## src/common/saf_defines.svh

```systemverilog
/*
 * Constants of the receive serial address filter: reset values, field
 * positions and bus codes. Assumes a 10-bit maximum character width.
 */
`ifndef SAF_DEFINES_SVH
`define SAF_DEFINES_SVH

// Accept-all multicast value, 10-bit and 8-bit forms
`define SAF_ADDR_RESET_10 10'h3ff
`define SAF_ADDR_RESET_8 10'h0ff
// Discard policy codes
`define SAF_POLICY_KEEP 2'h0
`define SAF_POLICY_DROP_ADDR 2'h3
// Register access direction on the violation line
`define SAF_DIR_WRITE 1'h0
// Mode on the special/data line
`define SAF_MODE_UNICAST 1'h1
// Output bus bit positions for flags in decoded modes
`define SAF_BIT_INT 8
`define SAF_BIT_ZERO 9
`define SAF_BIT_RVS 10
`define SAF_BIT_SOC 11
// Width of the character carried through the FIFO
`define SAF_CHAR_W 14

`endif

```

## src/common/saf_pkg.sv

```systemverilog
/*
 * Types of the receive serial address filter.
 * Assumes saf_defines.svh is visible to the including files.
 */
package saf_pkg;

    // One received character with its flags
    typedef struct packed {
        logic soc;
        logic violation;
        logic special;
        logic [10:0] data;
    } saf_char_t;

    // Static configuration pins
    typedef struct packed {
        logic timing_model;
        logic fifo_bypass_n;
        logic decoder_bypass_n;
        logic char_width;
        logic [1:0] policy;
    } saf_cfg_t;

    // Gate state
    typedef enum logic [1:0] {
        SAF_OPEN,
        SAF_BLOCKED,
        SAF_PASS_ALL
    } saf_gate_t;

endpackage

```

## src/verilog/saf_sync.sv

```systemverilog
/*
 * Three-stage synchroniser for a pin level; output changes once the second
 * and third stages agree. Assumes a single clock domain on CLK_I.
 */
`timescale 1ns/10ps

module saf_sync #(
    parameter int WIDTH = 1
) (
    // Clock and reset
    input wire logic clk_i,
    input wire logic rst_n_i,
    // Level in and filtered level out
    input wire logic [WIDTH-1:0] d_i,
    output logic [WIDTH-1:0] q_o
);

    logic [WIDTH-1:0] s1_reg;
    logic [WIDTH-1:0] s2_reg;
    logic [WIDTH-1:0] s3_reg;

    // Stage chain; s1 is read by s2 only
    always_ff @(posedge clk_i or negedge rst_n_i) begin
        if (!rst_n_i) begin
            s1_reg <= '0;
            s2_reg <= '0;
            s3_reg <= '0;
        end else begin
            s1_reg <= d_i;
            s2_reg <= s1_reg;
            s3_reg <= s2_reg;
        end
    end

    // Take the level only when the later stages agree, filtering glitches
    always_ff @(posedge clk_i or negedge rst_n_i) begin
        if (!rst_n_i) begin
            q_o <= '0;
        end else begin
            for (int i = 0; i < WIDTH; i++) begin
                if (s2_reg[i] == s3_reg[i]) begin
                    q_o[i] <= s3_reg[i];
                end
            end
        end
    end

endmodule

```

## src/verilog/saf_fifo.sv

```systemverilog
/*
 * Synchronous FIFO with valid/ready on both sides and honest full/empty.
 * Assumes one clock; read data is an unregistered read of storage at the read pointer.
 */
`timescale 1ns/10ps

module saf_fifo #(
    parameter int WIDTH = 14,
    parameter int DEPTH = 32
) (
    // Clock and reset
    input wire logic clk_i,
    input wire logic rst_n_i,
    // Fill side
    input wire logic in_valid_i,
    output logic in_ready_o,
    input wire logic [WIDTH-1:0] in_data_i,
    // Drain side
    output logic out_valid_o,
    input wire logic out_ready_i,
    output logic [WIDTH-1:0] out_data_o,
    // Status
    output logic full_o,
    output logic empty_o
);

    localparam int AW = $clog2(DEPTH);

    logic [WIDTH-1:0] mem [DEPTH];
    logic [AW-1:0] wr_ptr_reg;
    logic [AW-1:0] rd_ptr_reg;
    logic [AW:0] count_reg;
    logic push;
    logic pop;

    assign full_o = (count_reg == (AW+1)'(DEPTH));
    assign empty_o = (count_reg == '0);
    assign in_ready_o = !full_o;
    assign out_valid_o = !empty_o;
    assign out_data_o = mem[rd_ptr_reg];
    assign push = in_valid_i && !full_o;
    assign pop = out_ready_i && !empty_o;

    // Storage has no reset; only pointers matter
    always_ff @(posedge clk_i) begin
        if (push) begin
            mem[wr_ptr_reg] <= in_data_i;
        end
    end

    // Pointers and occupancy
    always_ff @(posedge clk_i or negedge rst_n_i) begin
        if (!rst_n_i) begin
            wr_ptr_reg <= '0;
            rd_ptr_reg <= '0;
            count_reg <= '0;
        end else begin
            if (push) begin
                wr_ptr_reg <= (wr_ptr_reg == AW'(DEPTH-1)) ? '0 : wr_ptr_reg + 1'b1;
            end
            if (pop) begin
                rd_ptr_reg <= (rd_ptr_reg == AW'(DEPTH-1)) ? '0 : rd_ptr_reg + 1'b1;
            end
            count_reg <= count_reg + (AW+1)'(push) - (AW+1)'(pop);
        end
    end

    // Occupancy never exceeds depth
    fifo_bound_a: assert property (@(posedge clk_i) disable iff (!rst_n_i)
        count_reg <= (AW+1)'(DEPTH))
        else $error("fifo count above depth");

endmodule

```

## src/verilog/saf_filter.sv

```systemverilog
/*
 * Receive serial address filter with register access over the receive bus,
 * a 32-word receive FIFO and output bus mapping. Assumes an upstream decoder
 * delivers one character per cycle with address and fill flags, on CLK_I.
 */
`timescale 1ns/10ps
`include "saf_defines.svh"

module saf_filter
    import saf_pkg::*;
#(
    parameter int FIFO_DEPTH = 32
) (
    // Clock and reset
    input wire logic CLK_I,
    input wire logic RST_N_I,
    // Reset pair pins, both low restores the address
    input wire logic [1:0] RESET_PAIR_N_I,
    // Configuration pins
    input wire logic FIFO_TIMING_MODEL_SELECT_I,
    input wire logic FIFO_BYPASS_N_I,
    input wire logic DECODER_BYPASS_N_I,
    input wire logic CHAR_WIDTH_SELECT_I,
    input wire logic [1:0] DISCARD_POLICY_SELECT_I,
    // Host control pins
    input wire logic DEVICE_SELECT_N_I,
    input wire logic READ_ENABLE_N_I,
    input wire logic RECEIVER_CLEAR_N_I,
    input wire logic RX_CODE_VIOLATION_I,
    input wire logic SPECIAL_OR_DATA_FLAG_I,
    // Receive parallel bus, three signals for the two-way pins
    input wire logic [11:0] RECEIVE_PARALLEL_BUS_I,
    output logic [11:0] RECEIVE_PARALLEL_BUS_O,
    output logic RECEIVE_PARALLEL_BUS_OE_N_O,
    // Decoded character stream in
    input wire logic CHAR_VALID_I,
    input wire logic [`SAF_CHAR_W-1:0] CHAR_DATA_I,
    input wire logic CHAR_IS_ADDR_I,
    input wire logic CHAR_IS_FILL_I,
    input wire logic REMOTE_INT_I,
    output logic CHAR_READY_O,
    // Status
    output logic UNICAST_MODE_O,
    output logic FILTER_BLOCKING_O,
    output logic FIFO_EMPTY_N_O
);

    logic [9:0] addr_reg;
    logic unicast_reg;
    logic sel_reg;
    logic ren_reg;
    logic clr_reg;
    logic dir_reg;
    logic mode_reg;
    logic [11:0] bus_in_reg;
    logic [1:0] rstpair;
    logic rstpair_prev_reg;
    logic rstpair_hit;
    logic [9:0] all_ones;
    logic [9:0] char_mask;
    logic active;
    logic reg_access;
    logic addr_char;
    logic match;
    logic multi_match;
    logic uni_match;
    logic accept_all;
    saf_gate_t gate_reg;
    saf_gate_t gate_next;
    saf_char_t in_char;
    saf_char_t out_char;
    logic push_valid;
    logic fifo_ready;
    logic fifo_valid;
    logic fifo_pop;
    logic [`SAF_CHAR_W-1:0] fifo_data;
    logic fifo_empty;

    // Reset pair pins come from outside the clock domain
    saf_sync #(.WIDTH(2)) u_sync (
        .clk_i(CLK_I),
        .rst_n_i(RST_N_I),
        .d_i(RESET_PAIR_N_I),
        .q_o(rstpair)
    );

    // sample host controls on the rising edge
    always_ff @(posedge CLK_I or negedge RST_N_I) begin
        if (!RST_N_I) begin
            sel_reg <= 1'b1;
            ren_reg <= 1'b1;
            clr_reg <= 1'b1;
            dir_reg <= 1'b0;
            mode_reg <= 1'b0;
            bus_in_reg <= 12'h000;
        end else begin
            sel_reg <= DEVICE_SELECT_N_I;
            ren_reg <= READ_ENABLE_N_I;
            clr_reg <= RECEIVER_CLEAR_N_I;
            dir_reg <= RX_CODE_VIOLATION_I;
            mode_reg <= SPECIAL_OR_DATA_FLAG_I;
            bus_in_reg <= RECEIVE_PARALLEL_BUS_I;
        end
    end

    // Detect the falling edge of the pair assertion, a low held for two clocks is enough
    // Starts high: the synchroniser resets low, which must not read as a pulse
    always_ff @(posedge CLK_I or negedge RST_N_I) begin
        if (!RST_N_I) begin
            rstpair_prev_reg <= 1'b1;
        end else begin
            rstpair_prev_reg <= (rstpair == 2'b00);
        end
    end
    assign rstpair_hit = (rstpair == 2'b00) && !rstpair_prev_reg;

    // width follows the character width select
    assign all_ones = CHAR_WIDTH_SELECT_I ? `SAF_ADDR_RESET_8 : `SAF_ADDR_RESET_10;
    assign char_mask = all_ones;

    // access needs select, clear and read enable all low
    assign reg_access = !sel_reg && !clr_reg && !ren_reg;

    // register write loads the bus value; power-up and pair reset load accept-all
    always_ff @(posedge CLK_I or negedge RST_N_I) begin
        if (!RST_N_I) begin
            addr_reg <= `SAF_ADDR_RESET_10;
            unicast_reg <= 1'b0;
        end else if (rstpair_hit) begin
            addr_reg <= all_ones;
            unicast_reg <= 1'b0;
        end else if (reg_access && dir_reg == `SAF_DIR_WRITE) begin
            // LSB on bus bit 0, MSB on bit 9 or 7
            addr_reg <= bus_in_reg[9:0] & char_mask;
            unicast_reg <= (mode_reg == `SAF_MODE_UNICAST);
        end
    end

    // filter active only in the low timing model, FIFO on, policy set
    assign active = !FIFO_TIMING_MODEL_SELECT_I && FIFO_BYPASS_N_I &&
                    (DISCARD_POLICY_SELECT_I != `SAF_POLICY_KEEP);

    assign multi_match = |(CHAR_DATA_I[9:0] & addr_reg & char_mask);
    // exact compare over the character width
    assign uni_match = ((CHAR_DATA_I[9:0] & char_mask) == (addr_reg & char_mask));
    assign match = unicast_reg ? uni_match : multi_match;
    assign accept_all = !unicast_reg && ((addr_reg & char_mask) == all_ones);
    assign addr_char = CHAR_VALID_I && CHAR_IS_ADDR_I;

    // gate opens on a match, closes on a mismatch
    always_comb begin
        gate_next = gate_reg;
        case (gate_reg)
            SAF_PASS_ALL: begin
                if (!accept_all && addr_char && !match) begin
                    gate_next = SAF_BLOCKED;
                end
            end
            SAF_OPEN: begin
                if (accept_all) begin
                    gate_next = SAF_PASS_ALL;
                end else if (addr_char && !match) begin
                    gate_next = SAF_BLOCKED;
                end
            end
            SAF_BLOCKED: begin
                if (accept_all) begin
                    gate_next = SAF_PASS_ALL;
                end else if (addr_char && match) begin
                    gate_next = SAF_OPEN;
                end
            end
            default: begin
                gate_next = SAF_PASS_ALL;
            end
        endcase
    end

    // Gate state; follows every consumed character, stalls only on a blocked write
    always_ff @(posedge CLK_I or negedge RST_N_I) begin
        if (!RST_N_I) begin
            gate_reg <= SAF_PASS_ALL;
        end else if (fifo_ready || !push_valid) begin
            gate_reg <= gate_next;
        end
    end

    // write matching address and following data; policy 3 drops
    // the address, policies 2 and 3 drop fill characters
    always_comb begin
        push_valid = CHAR_VALID_I;
        if (active) begin
            if (DISCARD_POLICY_SELECT_I[1] && CHAR_IS_FILL_I) begin
                push_valid = 1'b0;
            end else if (addr_char) begin
                push_valid = (accept_all || match) &&
                             (DISCARD_POLICY_SELECT_I != `SAF_POLICY_DROP_ADDR);
            end else if (gate_reg == SAF_BLOCKED && !accept_all) begin
                push_valid = 1'b0;
            end
        end
    end

    // Back-pressure reaches the decoder only when a write is pending
    assign CHAR_READY_O = fifo_ready || !push_valid;
    assign in_char = CHAR_DATA_I;

    saf_fifo #(.WIDTH(`SAF_CHAR_W), .DEPTH(FIFO_DEPTH)) u_fifo (
        .clk_i(CLK_I),
        .rst_n_i(RST_N_I),
        .in_valid_i(push_valid),
        .in_ready_o(fifo_ready),
        .in_data_i(in_char),
        .out_valid_o(fifo_valid),
        .out_ready_i(fifo_pop),
        .out_data_o(fifo_data),
        .full_o(),
        .empty_o(fifo_empty)
    );

    // FIFO read when selected with read enable and clear released
    assign fifo_pop = !sel_reg && !ren_reg && clr_reg && fifo_valid;
    assign out_char = fifo_data;

    // output mapping; undecoded data passes with bit 0 first in
    always_ff @(posedge CLK_I or negedge RST_N_I) begin
        if (!RST_N_I) begin
            RECEIVE_PARALLEL_BUS_O <= 12'h000;
            RECEIVE_PARALLEL_BUS_OE_N_O <= 1'b1;
        end else begin
            RECEIVE_PARALLEL_BUS_OE_N_O <= !(fifo_pop || (reg_access && dir_reg != `SAF_DIR_WRITE));
            if (reg_access) begin
                RECEIVE_PARALLEL_BUS_O <= {2'h0, addr_reg & char_mask};
            end else if (!DECODER_BYPASS_N_I) begin
                RECEIVE_PARALLEL_BUS_O <= CHAR_WIDTH_SELECT_I ? {2'h0, out_char.data[9:0]}
                                                             : {out_char.soc, out_char.data};
            end else begin
                RECEIVE_PARALLEL_BUS_O <= {2'h0, out_char.data[9:0] & char_mask};
                RECEIVE_PARALLEL_BUS_O[`SAF_BIT_RVS] <= out_char.violation;
                RECEIVE_PARALLEL_BUS_O[`SAF_BIT_SOC] <= out_char.soc;
                if (CHAR_WIDTH_SELECT_I) begin
                    RECEIVE_PARALLEL_BUS_O[`SAF_BIT_ZERO] <= 1'b0;
                    RECEIVE_PARALLEL_BUS_O[`SAF_BIT_INT] <= FIFO_BYPASS_N_I ? REMOTE_INT_I
                                                                           : out_char.data[8];
                end
            end
        end
    end

    // Status outputs registered
    always_ff @(posedge CLK_I or negedge RST_N_I) begin
        if (!RST_N_I) begin
            UNICAST_MODE_O <= 1'b0;
            FILTER_BLOCKING_O <= 1'b0;
            FIFO_EMPTY_N_O <= 1'b0;
        end else begin
            UNICAST_MODE_O <= unicast_reg;
            FILTER_BLOCKING_O <= active && (gate_reg == SAF_BLOCKED);
            FIFO_EMPTY_N_O <= !fifo_empty;
        end
    end

    filter_off_pass_a: assert property (@(posedge CLK_I) disable iff (!RST_N_I)
        (!active && CHAR_VALID_I) |-> push_valid)
        else $error("char dropped while filter inactive");
    timing_model_a: assert property (@(posedge CLK_I) disable iff (!RST_N_I)
        FIFO_TIMING_MODEL_SELECT_I |-> !active)
        else $error("filter active in cascade timing");
    mismatch_blocks_a: assert property (@(posedge CLK_I) disable iff (!RST_N_I)
        (active && addr_char && !match && !accept_all && fifo_ready) |=> gate_reg == SAF_BLOCKED)
        else $error("mismatch did not block");
    match_opens_a: assert property (@(posedge CLK_I) disable iff (!RST_N_I)
        (addr_char && match && fifo_ready) |=> gate_reg != SAF_BLOCKED)
        else $error("match did not open gate");
    policy3_drop_a: assert property (@(posedge CLK_I) disable iff (!RST_N_I)
        (active && addr_char && DISCARD_POLICY_SELECT_I == 2'h3) |-> !push_valid)
        else $error("address written under policy 3");
    accept_all_a: assert property (@(posedge CLK_I) disable iff (!RST_N_I)
        (accept_all && CHAR_VALID_I && !CHAR_IS_ADDR_I && !CHAR_IS_FILL_I) |-> push_valid)
        else $error("accept-all dropped data");
    pair_restore_a: assert property (@(posedge CLK_I) disable iff (!RST_N_I)
        rstpair_hit |=> (addr_reg == $past(all_ones) && !unicast_reg))
        else $error("reset pair did not restore");
    write_mode_a: assert property (@(posedge CLK_I) disable iff (!RST_N_I)
        (reg_access && !dir_reg && !rstpair_hit) |=> unicast_reg == $past(mode_reg))
        else $error("write mode not taken");
    unicast_exact_a: assert property (@(posedge CLK_I) disable iff (!RST_N_I)
        (unicast_reg && match) |-> ((CHAR_DATA_I[9:0] ^ addr_reg) & char_mask) == 10'h000)
        else $error("unicast inexact match");

    cov_block_c: cover property (@(posedge CLK_I) disable iff (!RST_N_I) gate_reg == SAF_BLOCKED);
    cov_write_c: cover property (@(posedge CLK_I) disable iff (!RST_N_I) reg_access && !dir_reg);
    cov_reopen_c: cover property (@(posedge CLK_I) disable iff (!RST_N_I)
        gate_reg == SAF_BLOCKED ##1 gate_reg == SAF_OPEN);

endmodule

```

## config.mk

```make
export PLATFORM = sky130hd
export DESIGN_NAME = saf_filter
export DESIGN_NICKNAME = d
export VERILOG_FILES = /design/src/common/saf_pkg.sv /design/src/verilog/saf_sync.sv /design/src/verilog/saf_fifo.sv /design/src/verilog/saf_filter.sv
export VERILOG_INCLUDE_DIRS = /design/src /design/src/common
export SDC_FILE = /design/constraint.sdc
export NUM_CORES = 1
export LEC_CHECK = 0
export BUFFER_PORTS_ARGS = -buffer_cell sky130_fd_sc_hd__buf_2
export CORE_ASPECT_RATIO = 1.2
export CORE_MARGIN = 1
export CORE_UTILIZATION = 55
export DETAILED_ROUTE_END_ITERATION = 10
export GPL_TIMING_DRIVEN = 1
export PLACE_DENSITY = 0.8
export SLEW_MARGIN = 20
export SYNTH_ARGS = -nofsm -noshare
export SYNTH_HDL_FRONTEND = slang
export SYNTH_SLANG_ARGS = --single-unit
```

## constraint.sdc

```tcl
create_clock -name CLK_I -period 8 [get_ports CLK_I]
set_clock_uncertainty 0.15 [all_clocks]
set_input_delay 1.2 -clock CLK_I [delete_from_list [all_inputs] [get_ports CLK_I]]
set_output_delay 1.2 -clock CLK_I [all_outputs]
set_load 0.01 [all_outputs]
```

==> out/results.tsv <==
metric	value	unit
status	completed	
count_of_state_elements_after_synthesis	485	
critPathMaxFanout	33	
final_hold_viol_count	0	
post_cts.repair.setup_buffers	0	
clock_sink_count	485	
number_of_global_route_vias_before_repair	10000	
power_switching	1.90	mW
rsz0062_at_grt	no	
share_of_synthesized_area_spent_on_multiplexers	12.8	%
grt_pass1_wl	60900	um
cts_max_level	2	
biggestRegsByFlops	u_fifo.mem: 416 flops, RECEIVE_PARALLEL_BUS_O: 12 flops	
insertion_delay	550	ps
post_synth_fa_ha_maj_area_fraction	1.77	%
vdd.ir_drop.worst	0.194	mV
placed_cells	1500	
setup_violations	0	
synth_top_family_by_area	multiplexers	
synth-edff-count	416	
avgSynthCellArea	18.8	sq um
path_clk_slew	60	ps
list_of_cells_traversed_by_the_critical_path	buf_2 > ha_1 > nor4_1 > nand4b_1 > o22a_1 > nand2_1 > nand3_1 > buf_2	
power_density	312	mW/mm^2
fp.dieArea	0.0357	sq mm
avgViaCountPerCell	6.30	
core-area	0.0342	sq mm
maxSlewHeadroom	31.8	%
dr.pass1.iters	5	
dp_hpwl	23500	um
holdBufCountCts	0	
worst-slew-pin-transition	1020	ps
cts_repair_resize_count	0	
tritoncts	yes	
hold_path_class	flip-flop to flip-flop	
grt_start_max_net_pins	70	
criticalPathCategory	input port to output pin	
synth_ff_type	edfxtp_1	
finalWirelength	40500	um
yosys.area_share.xor_xnor	0.274	%
critPathCaptureType	output pin	
drtAntennaViolNets	0	
vias	10000	
ctsLongestPathBuffers	3	
fmaxAchievable	219	MHz
syn-cell-area	0.0192	sq mm
most_common_cell_after_layout_fill_and_taps_aside	edfxtp_1	
switching_share	28.5	%
wl_per_cell	25.5	um
p_comb_share	22.6	%
residual_overflow_from_global_routing	0	
cp-start-kind	input port	
hold_ws	204	ps
mostFrequentLayoutCells	416 x edfxtp_1, 91 x mux4_2, 58 x buf_2	
critPathMostFrequentCell	buf_2	
routabilityCongestion	0.826	
route.detailed.drc	0	
port_buffers	58	
chipHeight	207	um
dp_worst_setup_slack	3130	ps
fin_tns_setup	0	ps
timing.max_cap.violations	0	
sequential_fraction_of_design_power	46.7	%
clkPwrFrac	30.7	%
report.power.total	6.68	mW
worst_ep_arrival	3230	ps
synth.yosys.warnings	0	
synth_compound_gate_area_share	4.40	%
groute.usage.overall	23.1	%
p_int	4.78	mW
crit_path_top_delay_cell	buf_2	
simple_gate_portion_of_the_synthesized_area	4.78	%
finish.net_count	1164	
leak	7.34	nW
antenna_violations_before_repair	0	
mappedNetlistNets	1089	
core.rowCount	74	
async_reset_ff_share	14.2	%
ys_seq_area_share	74.2	%
die-width	173	um
syn2layout_area_growth	11.5	%
root_buffer	clkbuf_16	
maxSlewViolCount	0	
drt_iter0_drc	1068	
final_layout_size_suffix_gt1_share	24.0	%
critPathRequiredTime	6650	ps
reg_with_most_ffs	u_fifo.mem	
layout_worst_path_cycle_share	57.2	%
pin_count	62	
netlist_instances	1019	
setup_ws	3420	ps
cts-buffers-inserted	47	
initial_utilization	56.2	%
final-instance-count-excl-fill	1588	
largest_reg_flops	416	
final_period_minus_worst_setup_slack	4580	ps
slowest_delay	530	ps
post_synth_num_cell_types	58	
-- cells in the mapped netlist (all sizes together), types with 3 or more instances --
library cell / count / area share [%]
and3: 29 / 0.99
nor3b: 4 / 0.16
nor4: 8 / 0.26
o21bai: 9 / 0.35
mux4: 91 / 11
edfxtp: 416 / 65
a22o: 4 / 0.18
a21oi: 32 / 0.89
a22oi: 20 / 0.78
inv: 13 / 0.25
nor2b: 6 / 0.20
o21ai: 20 / 0.52
nand3b: 4 / 0.16
nand3: 24 / 0.63
nor2: 30 / 0.59
xor2: 3 / 0.14
o221ai: 8 / 0.36
ha: 24 / 1.6
dfstp: 16 / 2.2
clkbuf: 22 / 0.43
dfrtp: 53 / 6.9
nor3: 13 / 0.34
xnor2: 3 / 0.14
nand2: 46 / 0.90
mux2i: 39 / 2.0
o22ai: 9 / 0.29
buf: 31 / 1.1
a211o: 9 / 0.41
nand2b: 5 / 0.20
-- metal layers --
layer | vias to the layer above | track usage (%) | routed length [um]
met5 | - | 0 | 0
met4 | 0 | 9.09 | 1510
met2 | 440 | 39.2 | 20600
met3 | 98 | 3.55 | 2910
li1 | 4275 | - | -
met1 | 5193 | 30.5 | 15400
-- cell type report --
type                       instances  area (sq um)
sequential                       485         14200
fill                            2262         12700
multi-input combinational        468          4660
clock buffer                      65          1280
tap                              456           571
timing repair buffer              79           468
clock inverter                    21           133
inverter                          13          48.8
antenna                            1          2.50
-- worst max-delay path, delay by kind of cell --
kind                     cells  cell delay (ps)
AO/OA/AOI/OAI                1              290
AND/OR/NAND/NOR              4              650
adder cells (fa/ha/maj)      1              350
buffers and inverters        2              710
-- path summary, 6_finish.rpt --
kind / start / to / slack, ps / cells past startpoint
max: CHAR_DATA_I[2] / CHAR_READY_O / 3420 / 8
min: u_sync.s1_reg[1] / u_sync.s2_reg[1] / 200 / 0
max reg2reg: addr_reg[7] / u_fifo.mem[17][1] / 4360 / 5
min reg2reg: u_sync.s1_reg[1] / u_sync.s2_reg[1] / 200 / 0
max in group asynchronous: RST_N_I / u_fifo.rd_ptr_reg[1] / 6340 / 2
min in group asynchronous: RST_N_I / bus_in_reg[0] / 710 / 2
-- power groups by stage --
stage / registers, mW / logic (mW) / clock network (mW)
2_1_floorplan: 3.07 / 1.12 / 0
3_3_place_gp: 3.19 / 1.42 / 0
3_5_place_dp: 3.21 / 1.45 / 0
4_1_cts: 3.16 / 1.47 / 2.06
5_1_grt: 3.14 / 1.62 / 2.17
6_report: 3.12 / 1.51 / 2.05
-- cell families (layout without fill, tap and decap cells) --
family | after synthesis | count (layout)
compound gates | 125 | 125
other cells | 0 | 1
fa+ha+maj | 27 | 27
simple gates | 178 | 178
xor+xnor | 6 | 6
buf+inv | 66 | 178
mux | 132 | 132
flops | 485 | 485
-- stage by stage --
step / cell area, sq um / utilization, %
after global routing: 21400 / 62.7
final: 21400 / 62.7
after global placement: 20000 / 58.4
after floorplan: 19200 / -
after CTS: 21400 / 62.6
after detailed placement: 20000 / 58.4
Note: power is estimated with default switching activity, not from simulation.
